==> config.mk <==
export PLATFORM = sky130hd
export DESIGN_NAME = event_status_mask_unit
export DESIGN_NICKNAME = d
export VERILOG_FILES = /design/src/event_unit_pkg.sv /design/src/event_status_mask_unit.sv
export VERILOG_INCLUDE_DIRS = /design/src
export SDC_FILE = /design/constraint.sdc
export NUM_CORES = 1
export LEC_CHECK = 0
export BUFFER_PORTS_ARGS = -buffer_cell sky130_fd_sc_hd__buf_4
export CORE_ASPECT_RATIO = 0.9
export CORE_MARGIN = 2
export CORE_UTILIZATION = 40
export CTS_CLUSTER_DIAMETER = 120
export DETAILED_ROUTE_END_ITERATION = 10
export REMOVE_ABC_BUFFERS = 1
export SYNTH_ARGS = -nofsm -noshare
export SYNTH_HDL_FRONTEND = slang
export SYNTH_SLANG_ARGS = --single-unit
==> constraint.sdc <==
create_clock -name i_mclk -period 4.9 [get_ports i_mclk]
set_clock_uncertainty 0.05 [all_clocks]
set_input_delay 0.98 -clock i_mclk [delete_from_list [all_inputs] [get_ports i_mclk]]
set_output_delay 0.98 -clock i_mclk [all_outputs]
set_load 0.005 [all_outputs]
==> src/event_status_mask_unit_map.svh <==
`ifndef EVENT_STATUS_MASK_UNIT_MAP_SVH
`define EVENT_STATUS_MASK_UNIT_MAP_SVH

// Byte addresses of the event registers
`define OFF_RAW_STATE 24'h106100
`define OFF_MASK_ENABLE 24'h106104
`define OFF_SW_TRIGGER 24'h106108
`define OFF_MASKED_STATE 24'h10610c
`define OFF_REPEAT_FLAG 24'h106110
`define OFF_MSG_SETUP 24'h106114

// Reset values
`define RST_RAW_STATE 32'h00000000
`define RST_MASK_ENABLE 32'h00000000
`define RST_REPEAT_FLAG 32'h00000000
`define RST_MSG_SETUP 32'h00000000
`define RST_WORD 32'h00000000

// Message setup field positions (bit 0 is the lsb)
`define SETUP_MSG_EN_BIT 0
`define SETUP_LARGE_BIT 1
`define SETUP_DEST_LSB 16
`define SETUP_DEST_MSB 31
`define SETUP_WRITE_MASK 32'hffff0003

// Bus answer latency in cycles
`define BUS_ACK_CYCLES 1

`endif

==> src/event_unit_pkg.sv <==
package event_unit_pkg;

  // Wishbone answer sequencing
  typedef enum logic [0:0] {
    BUS_IDLE = 1'b0,
    BUS_ACK = 1'b1
  } bus_state_t;

  // Layout of the message setup register
  typedef struct packed {
    logic [15:0] dest_id;
    logic [13:0] unused;
    logic large_transport;
    logic msg_enable;
  } setup_t;

  // One outgoing event message request
  typedef struct packed {
    logic [31:0] events;
    logic [15:0] dest_id;
    logic large_transport;
  } message_t;

endpackage
==> src/event_status_mask_unit.sv <==
// Implementation choice: the Wishbone interface to the registers.
`timescale 1ns/1ns
`include "event_status_mask_unit_map.svh"

module event_status_mask_unit #(
  parameter int ADDR_W = 24,
  parameter logic [31:0] IMPL_MASK = 32'hffffffff,
  parameter logic INBAND_REPORT = 1'b1
) (
  input wire logic i_mclk,
  input wire logic i_rst_b,
  input wire logic i_wb_cyc,
  input wire logic i_wb_stb,
  input wire logic i_wb_we,
  input wire logic [ADDR_W-1:0] i_wb_adr,
  input wire logic [3:0] i_wb_sel,
  input wire logic [31:0] i_wb_dat,
  input wire logic [31:0] i_event,
  output logic o_wb_ack,
  output logic [31:0] o_wb_dat,
  output logic o_irq,
  output logic o_msg_valid,
  output event_unit_pkg::message_t o_msg
);

  // Byte lanes to a bit mask
  function automatic logic [31:0] lane_mask(input logic [3:0] sel);
    return {{8{sel[3]}}, {8{sel[2]}}, {8{sel[1]}}, {8{sel[0]}}};
  endfunction

  // Merge written lanes into an old value
  function automatic logic [31:0] merge_write(
    input logic [31:0] old,
    input logic [31:0] data,
    input logic [31:0] mask
  );
    return (old & ~mask) | (data & mask);
  endfunction

  event_unit_pkg::bus_state_t state_reg;
  event_unit_pkg::bus_state_t state_next;
  event_unit_pkg::setup_t setup_view;
  event_unit_pkg::message_t msg_next;
  logic [31:0] raw_reg;
  logic [31:0] raw_next;
  logic [31:0] enable_reg;
  logic [31:0] enable_next;
  logic [31:0] repeat_reg;
  logic [31:0] repeat_next;
  logic [31:0] setup_reg;
  logic [31:0] setup_next;
  logic [31:0] cause_next;
  logic [31:0] rd_mux;
  logic ack_reg;
  logic ack_next;
  logic irq_next;
  logic msg_valid_next;
  logic hit_raw;
  logic hit_enable;
  logic hit_trigger;
  logic hit_cause;
  logic hit_repeat;
  logic hit_setup;

  // Bus request and the edge where it completes
  wire req = i_wb_cyc & i_wb_stb;
  wire take = req & ack_reg;
  wire wr = take & i_wb_we;
  wire [31:0] wmask = lane_mask(i_wb_sel);
  wire [31:0] cause_now = raw_reg & enable_reg;

  // Address decode; unmapped offsets still ack and read zero
  always_comb begin
    hit_raw = 1'b0;
    hit_enable = 1'b0;
    hit_trigger = 1'b0;
    hit_cause = 1'b0;
    hit_repeat = 1'b0;
    hit_setup = 1'b0;
    if (i_wb_adr == ADDR_W'(`OFF_RAW_STATE)) begin
      hit_raw = 1'b1;
    end else if (i_wb_adr == ADDR_W'(`OFF_MASK_ENABLE)) begin
      hit_enable = 1'b1;
    end else if (i_wb_adr == ADDR_W'(`OFF_SW_TRIGGER)) begin
      hit_trigger = 1'b1;
    end else if (i_wb_adr == ADDR_W'(`OFF_MASKED_STATE)) begin
      hit_cause = 1'b1;
    end else if (i_wb_adr == ADDR_W'(`OFF_REPEAT_FLAG)) begin
      hit_repeat = 1'b1;
    end else if (i_wb_adr == ADDR_W'(`OFF_MSG_SETUP)) begin
      hit_setup = 1'b1;
    end
  end

  // Per register write strobes
  wire wr_raw = wr & hit_raw;
  wire wr_enable = wr & hit_enable;
  wire wr_trigger = wr & hit_trigger;
  wire wr_cause = wr & hit_cause;
  wire wr_repeat = wr & hit_repeat;
  wire wr_setup = wr & hit_setup;

  // Read selection; trigger has no storage behind it
  assign rd_mux = hit_raw ? raw_reg :
                  hit_enable ? enable_reg :
                  hit_cause ? cause_now :
                  hit_repeat ? repeat_reg :
                  hit_setup ? setup_reg :
                  `RST_WORD;

  // Software trigger only passes where enabled
  wire [31:0] force_ev = wr_trigger ?
    (i_wb_dat & wmask & enable_reg) : `RST_WORD;

  // Hardware and forced events, reserved positions dropped
  wire [31:0] ev_in = (i_event | force_ev) & IMPL_MASK;

  // Written zero lanes clear; cause writes clear the raw bit too
  wire [31:0] clear_raw =
    ((wr_raw | wr_cause) ? (wmask & ~i_wb_dat) : `RST_WORD);
  wire [31:0] clear_repeat =
    (wr_repeat ? (wmask & ~i_wb_dat) : `RST_WORD);

  // Event on an already set bit that is not being cleared
  wire [31:0] again = ev_in & raw_reg & ~clear_raw;

  // Set wins over clear so no event is lost
  assign raw_next = ((raw_reg & ~clear_raw) | ev_in) & IMPL_MASK;
  assign repeat_next =
    ((repeat_reg & ~clear_repeat) | again) & IMPL_MASK;

  // Enable and setup merge under byte lanes
  assign enable_next = wr_enable ?
    (merge_write(enable_reg, i_wb_dat, wmask) & IMPL_MASK) :
    enable_reg;
  assign setup_next = wr_setup ?
    (merge_write(setup_reg, i_wb_dat, wmask) & `SETUP_WRITE_MASK) :
    setup_reg;

  // Masked view drives the interrupt, aligned with the registers
  assign cause_next = raw_next & enable_next;
  assign irq_next = |cause_next;

  // Message request on enabled events only
  assign setup_view = event_unit_pkg::setup_t'(setup_reg);
  wire [31:0] msg_events = ev_in & enable_reg;
  assign msg_valid_next = INBAND_REPORT & setup_view.msg_enable &
                          (|msg_events);
  assign msg_next.events = msg_events;
  assign msg_next.dest_id = setup_view.dest_id;
  assign msg_next.large_transport = setup_view.large_transport;

  // Single ack per request, dropped in the following cycle
  assign state_next = (state_reg == event_unit_pkg::BUS_IDLE && req) ?
    event_unit_pkg::BUS_ACK : event_unit_pkg::BUS_IDLE;
  assign ack_next = (state_next == event_unit_pkg::BUS_ACK);

  // Bus handshake and read data
  always_ff @(posedge i_mclk or negedge i_rst_b) begin
    if (!i_rst_b) begin
      state_reg <= event_unit_pkg::BUS_IDLE;
      ack_reg <= 1'b0;
      o_wb_dat <= `RST_WORD;
    end else begin
      state_reg <= state_next;
      ack_reg <= ack_next;
      if (ack_next) begin
        o_wb_dat <= rd_mux;
      end
    end
  end

  assign o_wb_ack = ack_reg;

  // Event and control registers
  always_ff @(posedge i_mclk or negedge i_rst_b) begin
    if (!i_rst_b) begin
      raw_reg <= `RST_RAW_STATE;
      enable_reg <= `RST_MASK_ENABLE;
      repeat_reg <= `RST_REPEAT_FLAG;
      setup_reg <= `RST_MSG_SETUP;
    end else begin
      raw_reg <= raw_next;
      enable_reg <= enable_next;
      repeat_reg <= repeat_next;
      setup_reg <= setup_next;
    end
  end

  // Interrupt and message outputs straight from flops
  always_ff @(posedge i_mclk or negedge i_rst_b) begin
    if (!i_rst_b) begin
      o_irq <= 1'b0;
      o_msg_valid <= 1'b0;
      o_msg <= '0;
    end else begin
      o_irq <= irq_next;
      o_msg_valid <= msg_valid_next;
      o_msg <= msg_next;
    end
  end

  // Helper views for the checks below
  wire [31:0] ev_impl = i_event & IMPL_MASK;
  wire rd_start = req & ~ack_reg & ~i_wb_we;
  wire [31:0] force_impl = force_ev & IMPL_MASK;

  // Every implemented event lands in raw state
  raw_sets_a: assert property (
    @(posedge i_mclk) disable iff (!i_rst_b)
    1'b1 |=> ((raw_reg & $past(ev_impl)) == $past(ev_impl))
  ) else $error("event did not set raw state");

  // Zero write clears when nothing else arrives
  raw_clears_a: assert property (
    @(posedge i_mclk) disable iff (!i_rst_b)
    (wr_raw && ev_in == 32'h00000000) |=>
      (raw_reg == ($past(raw_reg) & ~$past(clear_raw)))
  ) else $error("zero write did not clear raw state");

  // Raw read returns the unmasked state
  raw_read_a: assert property (
    @(posedge i_mclk) disable iff (!i_rst_b)
    (rd_start && hit_raw) |=> (o_wb_dat == $past(raw_reg))
  ) else $error("raw state read mismatch");

  // Full-word enable writes land with reserved bits dropped
  enable_write_a: assert property (
    @(posedge i_mclk) disable iff (!i_rst_b)
    (wr_enable && i_wb_sel == 4'hf) |=>
      (enable_reg == ($past(i_wb_dat) & IMPL_MASK))
  ) else $error("enable register not written");

  // Forced enabled bits appear in raw state
  force_sets_a: assert property (
    @(posedge i_mclk) disable iff (!i_rst_b)
    wr_trigger |=>
      ((raw_reg & $past(force_impl)) == $past(force_impl))
  ) else $error("forced event not raised");

  // Forcing a masked bit raises nothing
  force_masked_a: assert property (
    @(posedge i_mclk) disable iff (!i_rst_b)
    (wr_trigger && i_event == 32'h00000000 && !wr_enable) |=>
      (((raw_reg & ~$past(raw_reg)) & ~$past(enable_reg)) ==
       32'h00000000)
  ) else $error("masked force raised an event");

  // Trigger reads return zero
  force_read_a: assert property (
    @(posedge i_mclk) disable iff (!i_rst_b)
    (rd_start && hit_trigger) |=> (o_wb_dat == 32'h00000000)
  ) else $error("trigger register read nonzero");

  // Masked read is raw gated by enable
  cause_read_a: assert property (
    @(posedge i_mclk) disable iff (!i_rst_b)
    (rd_start && hit_cause) |=>
      (o_wb_dat == ($past(raw_reg) & $past(enable_reg)))
  ) else $error("masked state read mismatch");

  // Reserved positions never hold a one
  reserved_zero_a: assert property (
    @(posedge i_mclk) disable iff (!i_rst_b)
    ((raw_reg | enable_reg | repeat_reg) & ~IMPL_MASK) == 32'h00000000
  ) else $error("reserved bit set");

  // A repeat on a set bit marks the repeat flag
  repeat_mark_a: assert property (
    @(posedge i_mclk) disable iff (!i_rst_b)
    (again != 32'h00000000) |=>
      ((repeat_reg & $past(again)) == $past(again))
  ) else $error("repeat flag missed");

  // Messages need the enable bit and an enabled event
  msg_gate_a: assert property (
    @(posedge i_mclk) disable iff (!i_rst_b)
    o_msg_valid |-> ($past(setup_view.msg_enable) &&
                     $past(msg_events) != 32'h00000000)
  ) else $error("message without enable");

  // Interrupt follows the masked state
  irq_level_a: assert property (
    @(posedge i_mclk) disable iff (!i_rst_b)
    o_irq == (|cause_now)
  ) else $error("interrupt level wrong");

  // Each request gets one ack, one cycle long
  ack_pulse_a: assert property (
    @(posedge i_mclk) disable iff (!i_rst_b)
    (req && !o_wb_ack) |=> o_wb_ack ##1 !o_wb_ack
  ) else $error("bus ack timing wrong");

  // No ack unless a request stood in the cycle before
  ack_needs_req_a: assert property (
    @(posedge i_mclk) disable iff (!i_rst_b)
    (!req) |=> !o_wb_ack
  ) else $error("ack without request");

  // Zero write clears the repeat flag when nothing recurs
  repeat_clear_a: assert property (
    @(posedge i_mclk) disable iff (!i_rst_b)
    (wr_repeat && again == 32'h00000000) |=>
      (repeat_reg == ($past(repeat_reg) & ~$past(clear_repeat)))
  ) else $error("repeat flag not cleared");

  // Enabled event shows in the masked view one cycle later
  cause_sets_a: assert property (
    @(posedge i_mclk) disable iff (!i_rst_b)
    !wr_enable |=> ((cause_now & $past(msg_events)) == $past(msg_events))
  ) else $error("enabled event missing from masked view");

  // Request carries the enabled events and the setup fields
  msg_fields_a: assert property (
    @(posedge i_mclk) disable iff (!i_rst_b)
    o_msg_valid |->
      (o_msg.events == $past(msg_events) &&
       o_msg.dest_id == $past(setup_view.dest_id) &&
       o_msg.large_transport == $past(setup_view.large_transport))
  ) else $error("message fields wrong");

  // No buffering, so a missed pulse is a lost message
  msg_raise_a: assert property (
    @(posedge i_mclk) disable iff (!i_rst_b)
    (INBAND_REPORT && setup_view.msg_enable && msg_events != 32'h00000000)
      |=> o_msg_valid
  ) else $error("message request missing");

  // Setup bits outside its fields always read zero
  setup_spare_a: assert property (
    @(posedge i_mclk) disable iff (!i_rst_b)
    (setup_reg & ~`SETUP_WRITE_MASK) == 32'h00000000
  ) else $error("setup reserved bit set");

endmodule

==> results.toml, run 1 <==
[timing]
slew_viol_final = 0
rsz0062_at_grt = "no"
setup_viol = 0
worst_pin_slew_ns = 1.23
fin_tns_setup_ns = 0
relSlewSlack_pct = 18.1
fmax_ghz = 0.263
finalCritPeriodShare_pct = 77.5
post-route-min-period_ns = 3.80
hold_viol_final = 0

[synthesis]
synth_area_um2 = 10300
synth_seq_cells = 198
synth_edf_count = 0
ys_types = 56
ys_async_sr_fraction_pct = 100
seq_area_frac_synth_pct = 48.2
yosys.area.top_type = "dfrtp_1"
yosysWarnings = 0
yosysMostFrequentCell = "dfrtp_1"
synth.area.top_cells = "dfrtp_1, a21oi_1, o21ai_0"
synthTopCellsByCount = "dfrtp_1, a21oi_1, nand2_1"
synth_ff_type = "dfrtp_1"
syn_area_per_cell_um2 = 9.43
synth_cells = 1090
synth_top_area_share_pct = 48.2

[cells_and_area]
drive_gt1_share_pct = 22.3
largest_register = "o_msg"
filler_cell_count = 2391
largest_reg_flops = 49
fin_nets = 1360
area_delta_synth_final_pct = 23.7

[place]
post-dp-hpwl_mm = 24.9
port_buffers = 180
routabilityCongestion = 0.925

[critical_path]
crit_end = "o_irq$_DFF_PN0_"
cp_num_buf_inv = 1
cp_cell_sequence = "buf_4 > or3b_1 > or4_1 > or2_1 > a211o_1 > a222oi_1 > nor4bb_1 > nand4_1"
critPathCaptureType = "flop"
cp_top_family = "simple AND/OR/NAND/NOR gates"
r2r_end = "o_irq$_DFF_PN0_"
cp.arrival_ns = 4.05
timing.critical_path.from = "i_wb_adr[22]"
slowest_delay_ns = 0.66
path_depth = 8
start_kind = "input port"
path_class = "in -> reg"
rrSetupSlack_ns = 1.37
crit_path_max_fanout = 10
rr_worst_depth = 7
cp.required_ns = 5.16
slowest_stage = "or4_1"
reg2reg_from = "o_wb_ack$_DFF_PN0_"

[grt]
grt_max_degree = 96
grt_use_met3_pct = 6.14
grt_usage_pct = 25.8
grt_pass1_wl_mm = 53.9
grt_use_met1_pct = 35.9
grtUsageMet2_pct = 39.8
busiest_layer = "met2"
antenna_found_initial = 1
grt_pass1_vias = 9185
grt_overflow = 0

[route]
routedWlPerCell_um = 21.8
drt_iter0_markers = 956
viasPerCell = 6.03
vias = 9757
drt.antenna.violating_nets = 0
drt-pass1-iter-count = 5
route.detailed.drc = 0
wl_mm = 35.3

[cts]
postCtsSetupRepairBufs = 0
cts_buffer_depth = 2
holdBufCountCts = 0
root_buffer = "clkbuf_16"
ctsResizeCount = 0
ctsHtreeMaxLevel = 4
cts_tree = "built"
clk_latency_ns = 0.45
clock-sinks = 198
path_clk_slew_ns = 0.08
cts_inserted_buffers = 17

[power_and_ir_drop]
ir_worst_vdd_uv = 177
powerDensity_nw_per_um2 = 267
power_mw = 3.39
p_leak_nw = 5.69

[die]
core_area_um2 = 25200
die_w_um = 173
floorplan.initialDensity_pct = 40.8
rows = 55
dieArea_um2 = 27000
die_h_um = 156
ioPinCount = 181

[run]
cap_violations = 0

[hold_path]
hp-class = "reg -> reg"

[outcome]
status = "complete, no violations"
## placed cells by master, fill, tap and decap left out, drive strengths merged, types with 5 or more instances in the layout
master / n
a211oi: 16
a21o: 11
a21oi: 125
a221o: 37
a221oi: 6
a22oi: 13
a31o: 8
a31oi: 23
a41oi: 5
and2: 7
and4: 8
buf: 213
clkbuf: 19
dfrtp: 198
inv: 56
mux2: 20
mux2i: 12
nand2: 101
nand3: 17
nand4: 9
nor2: 34
nor2b: 37
nor3: 17
nor4: 19
nor4bb: 5
o211ai: 26
o21a: 34
o21ai: 95
o21bai: 23
o2bb2ai: 5
o32ai: 8
o41ai: 10
or2: 9
or4: 6
## worst register-to-register path: stages (launching register included)
cell and delay, ns:
dfrtp_1 0.39, nand4_1 0.39, or4_1 0.79, or2_1 0.44
a211o_1 0.38, a222oi_1 0.35, nor4bb_1 0.46, nand4_1 0.14
## worst min-delay path by stage
stage	to	start	cells after the start	slack [ns]
after floorplan	o_msg[0]$_DFF_PN0_	flop	0	0.32
after global placement	o_msg[9]$_DFF_PN0_	flop	0	0.34
after detailed placement	o_msg[0]$_DFF_PN0_	flop	0	0.34
after CTS	o_msg[0]$_DFF_PN0_	flop	0	0.36
after global routing	o_msg[2]$_DFF_PN0_	flop	0	0.37
final	o_msg[0]$_DFF_PN0_	flop	0	0.35
## per-layer routing
layer / vias up / part of all wire (%)
met5: - / 0
met4: 0 / 2.4
met3: 59 / 8.3
met2: 451 / 44
met1: 4798 / 45
li1: 4449 / -
## stage by stage
step                worst slack [ns]  utilization, %  hold WS, ns  instance area, µm²  cells
global route                    1.02            50.5        0.373               12700   1618
CTS                             1.15            50.5        0.358               12700   1618
finish                          1.10            50.5        0.353               12700   1619
detailed placement             0.688            48.0        0.341               12100   1586
global placement               0.750            48.0        0.338               12100   1586
floorplan                      0.347               -        0.320               10000   1030
## layout make-up
class / count / area [µm²] / share of cell area (%)
sequential: 198 / 4950 / 39.0
multi-input combinational: 780 / 4900 / 38.5
timing repair buffer: 214 / 1630 / 12.8
clock buffer: 18 / 439 / 3.45
tap: 342 / 428 / 3.37
inverter: 52 / 195 / 1.53
clock inverter: 14 / 174 / 1.37
antenna: 1 / 2.50 / 0.0197
## cell families after synthesis
| family | share of synthesized area (%) |
|---|---|
| XOR/XNOR | 0.0852 |
| AND/OR/NAND/NOR | 14.4 |
| multiplexers | 3.36 |
| buffers and inverters | 4.24 |
| flip-flops | 48.2 |
| AO/OA/AOI/OAI | 29.7 |
## where the power goes
part | switching, mW | internal, mW
Sequential | 0.000425 | 1.63
Clock | 0.683 | 0.824
Combinational | 0.155 | 0.0949
Power figures use the tool's default switching activity.
==> inputs of run 2 (changes only) <==
- ABC_AREA: unset -> 1
- clock period: 4.9 -> 3.25 ns (I/O delays scaled with it)
==> results.toml, run 2 <==
[outcome]
status = "complete, no violations"

[power_and_ir_drop]
p_sw_mw = 1.25
p_int_mw = 3.78
power_frac_seq_pct = 49.4
ir_worst_vdd_uv = 326
clkPwrFrac_pct = 43.2
powerDensity_nw_per_um2 = 417
power_mw = 5.03
p_comb_share_pct = 7.4
p_leak_nw = 6.43
switching_share_pct = 24.9

[route]
drt.antenna.violating_nets = 0
viasPerCell = 5.17
drt_iter0_markers = 716
routedWlPerCell_um = 17.3
vias = 8858
drt-pass1-iter-count = 6
wl_mm = 29.6
route.detailed.drc = 0

[cts]
clock-sinks = 198
clk_latency_ns = 0.44
holdBufCountCts = 0
postCtsSetupRepairBufs = 0
cts_tree = "built"
cts_buffer_depth = 2
ctsHtreeMaxLevel = 4
path_clk_slew_ns = 0.08
cts_inserted_buffers = 17
ctsResizeCount = 0
root_buffer = "clkbuf_16"

[critical_path]
r2r_end = "o_irq$_DFF_PN0_"
cp.arrival_ns = 2.62
cp_cell_sequence = "buf_4 > nor2_1 > nand3_2 > nor2_8 > nand2_4 > nor2_4 > nand2_4 > nor2_4 > o21ai_0 > nand2_1 > nand2_1 > nor2_1 > nand2_1 > nor2_1 > nand2_1"
slowest_delay_ns = 0.27
slowest_stage = "nor2_4"
reg2reg_from = "o_wb_ack$_DFF_PN0_"
path_class = "in -> reg"
start_kind = "input port"
cp_num_buf_inv = 1
rr_worst_depth = 13
cp.required_ns = 3.52
rrSetupSlack_ns = 0.98
cp_top_family = "simple AND/OR/NAND/NOR gates"
crit_path_frequent_cell = "nand2_1"
crit_path_max_fanout = 11
critPathCaptureType = "flop"

[place]
port_buffers = 180
post-dp-hpwl_mm = 20.6
post-place-ws_ns = 0.462
routabilityCongestion = 0.819
postPlaceCellArea_um2 = 11500

[timing]
fmax_ghz = 0.424
fin_tns_setup_ns = 0
finalCritPeriodShare_pct = 72.5
slew_viol_final = 0
hold_viol_final = 0
setup_viol = 0
rsz0062_at_grt = "no"
fin_ws_ns = 0.893
relSlewSlack_pct = 50.8
worst_pin_slew_ns = 0.738
post-route-min-period_ns = 2.36

[synthesis]
yosysWarnings = 0
synth_top_family_by_area = "simple AND/OR/NAND/NOR gates"
syn_area_per_cell_um2 = 8.03
synth_top_area_share_pct = 51.0
synth_ff_type = "dfrtp_1"
seq_area_frac_synth_pct = 51.0
yosys.area.top_type = "dfrtp_1"
synth_seq_cells = 198
synthMuxAreaShare_pct = 1.39
ys_types = 33
synth_area_um2 = 9710
synth_cells = 1210
synthSimpleGateAreaFrac_pct = 25.7
yosysMostFrequentCell = "nand2_1"
synthTopCellsByCount = "nand2_1, dfrtp_1, inv_1"
synthAdderAreaFrac_pct = 0
synth.area.top_cells = "dfrtp_1, nand2_1, inv_1"
synth_edf_count = 0
ys_async_sr_fraction_pct = 100
synth_xor_area_share_pct = 0
synth-compound-area-share_pct = 13.1

[cells_and_area]
final_area_um2 = 12100
layout_commonest_cell = "nand2_1"
multi_input_area_um2 = 3910
largest_reg_flops = 49
postLayoutCoreUtil_pct = 50.2
largest_register = "o_msg"
drive_gt1_share_pct = 20.4
fin_nets = 1489
ff_latch_area_um2 = 4950
area_delta_synth_final_pct = 24.3
n_antenna_cell = 0
layout_common_cells = "nand2_1, buf_4, dfrtp_1"
filler_cell_count = 2363

[hold_path]
hp-class = "in -> async"

[die]
floorplan.initialDensity_pct = 40.4
die_h_um = 152
dieArea_um2 = 25600
die_w_um = 168
ioPinCount = 181
rows = 54
core_area_um2 = 24100

[grt]
grt_max_degree = 59
antenna_found_initial = 0
grt_pass1_wl_mm = 47.1
grt_pass1_vias = 8630
grt_overflow = 0
grt_usage_pct = 23.6

[run]
cap_violations = 0
==> run 2: worst register-to-register path, cell delays in order, from the launching register on <==
cell and delay (ns):
dfrtp_1 0.38, nand2_1 0.08, nor2_2 0.14, buf_12 0.18, nand3_4 0.38, o21ai_0 0.37
inv_1 0.09, nand2_1 0.09, nand2_1 0.05, nand2_1 0.09, nor2_1 0.05, nand2_1 0.10
nor2_1 0.08, nand2_1 0.06
==> run 2: kinds of logic after synthesis <==
family | after synthesis
simple gates | 599
mux | 12
flops | 198
buf+inv | 207
compound gates | 194
==> run 2: power by group through the flow <==
stage	logic [mW]	registers (mW)	clock network [mW]
floorplan	0.115	2.53	0
finish	0.373	2.48	2.18
global placement	0.375	2.53	0
global route	0.419	2.48	2.33
CTS	0.377	2.48	2.21
detailed placement	0.375	2.53	0
==> run 2: how the worst max path moves through the flow <==
stage | end | depth (start not counted) | start
6_report | o_irq$_DFF_PN0_ | 15 | i_wb_adr[11]
5_1_grt | o_irq$_DFF_PN0_ | 15 | i_wb_adr[1]
4_1_cts | o_irq$_DFF_PN0_ | 16 | i_wb_adr[11]
3_5_place_dp | o_irq$_DFF_PN0_ | 16 | i_wb_adr[11]
3_3_place_gp | o_irq$_DFF_PN0_ | 15 | i_wb_adr[11]
2_1_floorplan | o_wb_dat[10]$_DFFE_PN0P_ | 4 | i_wb_cyc
==> run 2: routing by layer <==
layer | share of wire (%) | GRT usage, %
met1 | 46 | 34.1
met2 | 46 | 36.7
met3 | 7.2 | 4.66
met4 | 1.5 | 5.83
met5 | 0 | 0
==> run 2: per-stage QoR <==
step | std cells | hold slack, ns
after global routing | 1712 | 0.136
after floorplan | 1167 | 0.304
after CTS | 1712 | 0.139
final | 1712 | 0.114
after global placement | 1681 | 0.333
after detailed placement | 1681 | 0.342
==> run 2: final cells by class <==
cell class,count,area share [%]
inverter,164,5.10
timing repair buffer,206,13.4
multi-input combinational,805,32.4
clock buffer,17,3.52
tap,308,3.19
clock inverter,14,1.41
sequential,198,41.0
==> inputs of run 3 (changes only) <==
- ABC_AREA: 1 -> 0
- clock period: 3.25 -> 1.9 ns (I/O delays scaled with it)
==> results.toml, run 3 (synthesis results as in run 1) <==
[outcome]
status = "complete, but fails checks"
violations = "setup timing"

[timing]
relSlewSlack_pct = 66.7
post-route-min-period_ns = 2.70
worst_pin_slew_ns = 0.498
finalCritPeriodShare_pct = 142
rsz0062_at_grt = "yes"
fin_ws_ns = -0.800
setup_viol = 150
hold_viol_final = 0
fmax_ghz = 0.370
slew_viol_final = 0

[hold_path]
hp-start = "i_event[28]"
hp-class = "in -> reg"
hold_path_depth = 2
min_to = "raw_reg[28]$_DFF_PN0_"

[grt]
grt_usage_pct = 29.8
grt_pass1_vias = 10900
busiest_layer = "met2"
grt_use_met1_pct = 39.5
grt_pass1_wl_mm = 61.9
grt_max_degree = 60
antenna_found_initial = 0
grtUsageMet2_pct = 46.9
grt_use_met3_pct = 7.68
grt_overflow = 0

[critical_path]
reg2reg_from = "o_wb_ack$_DFF_PN0_"
cp_num_buf_inv = 3
slowest_delay_ns = 0.35
cp.arrival_ns = 2.97
path_class = "reg -> reg"
crit_path_max_fanout = 9
cp_cell_sequence = "nand4_1 > buf_6 > nor4_4 > buf_4 > nand3_1 > buf_6 > a211oi_2 > o32ai_2 > nor4_1 > nand4_1"
rrSetupSlack_ns = -0.80
rr_worst_depth = 10
slowest_stage = "dfrtp_1"
cp_top_family = "simple AND/OR/NAND/NOR gates"
start_kind = "flop"
r2r_end = "o_irq$_DFF_PN0_"
cp.required_ns = 2.17
critPathCaptureType = "flop"

[cells_and_area]
drive_gt1_share_pct = 49.3
n_antenna_cell = 0
largest_register = "o_msg"
layout_commonest_cell = "buf_4"
area_delta_synth_final_pct = 66.0
largest_reg_flops = 49
final_area_um2 = 17100
fin_nets = 1661
layout_common_cells = "buf_4, dfrtp_1, buf_6"

[die]
ioPinCount = 181
die_h_um = 156
dieArea_um2 = 27000
core_area_um2 = 25200
rows = 55
die_w_um = 173
floorplan.initialDensity_pct = 40.8

[cts]
cts_inserted_buffers = 17
cts_tree = "built"
root_buffer = "clkbuf_16"
clock-sinks = 198
clk_latency_ns = 0.45
path_clk_slew_ns = 0.08
cts_buffer_depth = 2
ctsHtreeMaxLevel = 4

[route]
viasPerCell = 5.84
wl_mm = 42.3
vias = 11200
route.detailed.drc = 0
drt-pass1-iter-count = 5
drt_iter0_markers = 936
routedWlPerCell_um = 22.1
drt.antenna.violating_nets = 0

[power_and_ir_drop]
ir_worst_vdd_uv = 593
power_mw = 8.88
p_leak_nw = 7.73
powerDensity_nw_per_um2 = 521

[run]
cap_violations = 0

[place]
post-dp-hpwl_mm = 27.9
postPlaceCellArea_um2 = 14000
routabilityCongestion = 0.922
port_buffers = 180
==> run 3: what timing repair did <==
action                                  CTS  global route
gates resized for setup                 290           180
buffers inserted                         55            38
gates cloned                              6             1
hold endpoints to repair                 18             0
hold buffers                              1             0
endpoints found under the setup margin  172           167
pin swaps                                97            75
==> run 3: area by class of cell <==
class                      count  area [µm²]
multi-input combinational    781        6340
clock buffer                  18         429
fill                        2016        8130
inverter                      52         195
tap                          342         428
clock inverter                14         165
timing repair buffer         514        4550
sequential                   198        4950
==> run 3: layer usage <==
| layer | vias to the layer above | routed length (µm) |
|---|---|---|
| met1 | 5515 | 17500 |
| met5 | - | 0 |
| li1 | 5077 | - |
| met2 | 482 | 19600 |
| met3 | 126 | 3430 |
| met4 | 0 | 1720 |
==> run 3: worst reg2reg max path: cells and delay by family (launching register included) <==
| family | cells | cell delay (ns) |
|---|---|---|
| and+or+nand+nor | 5 | 1.13 |
| AOI/OAI and AO/OA | 2 | 0.44 |
| DFF | 1 | 0.35 |
| buffers and inverters | 3 | 0.61 |
==> run 3: how the worst max path moves through the flow <==
stage,startpoint,end,slack [ns],depth (start not counted)
finish,o_wb_ack$_DFF_PN0_,o_irq$_DFF_PN0_,-0.80,10
global route,o_wb_ack$_DFF_PN0_,o_irq$_DFF_PN0_,-0.91,10
CTS,i_wb_adr[4],o_irq$_DFF_PN0_,-0.69,8
detailed placement,i_wb_adr[22],o_irq$_DFF_PN0_,-1.30,8
global placement,i_wb_adr[23],o_irq$_DFF_PN0_,-1.23,11
floorplan,i_wb_adr[9],repeat_reg[17]$_DFF_PN0_,-2.05,6
==> run 3: stage by stage <==
step / instances / utilization, % / setup WS [ns] / hold WS [ns] / setup TNS [ns]
2_1_floorplan: 1030 / - / -2.05 / 0.0344 / -178.94
3_3_place_gp: 1819 / 55.5 / -1.23 / 0.228 / -122.70
3_5_place_dp: 1819 / 55.5 / -1.30 / 0.225 / -126.76
4_1_cts: 1897 / 63.8 / -0.693 / 0.122 / -25.77
5_1_grt: 1919 / 67.7 / -0.910 / 0.142 / -55.71
6_report: 1919 / 67.7 / -0.800 / 0.135 / -44.08
==> run 3: power by group <==
part	internal, mW	switching, mW
Combinational	0.396	0.522
Sequential	4.21	0.000564
Clock	1.88	1.87
Total	6.49	2.40
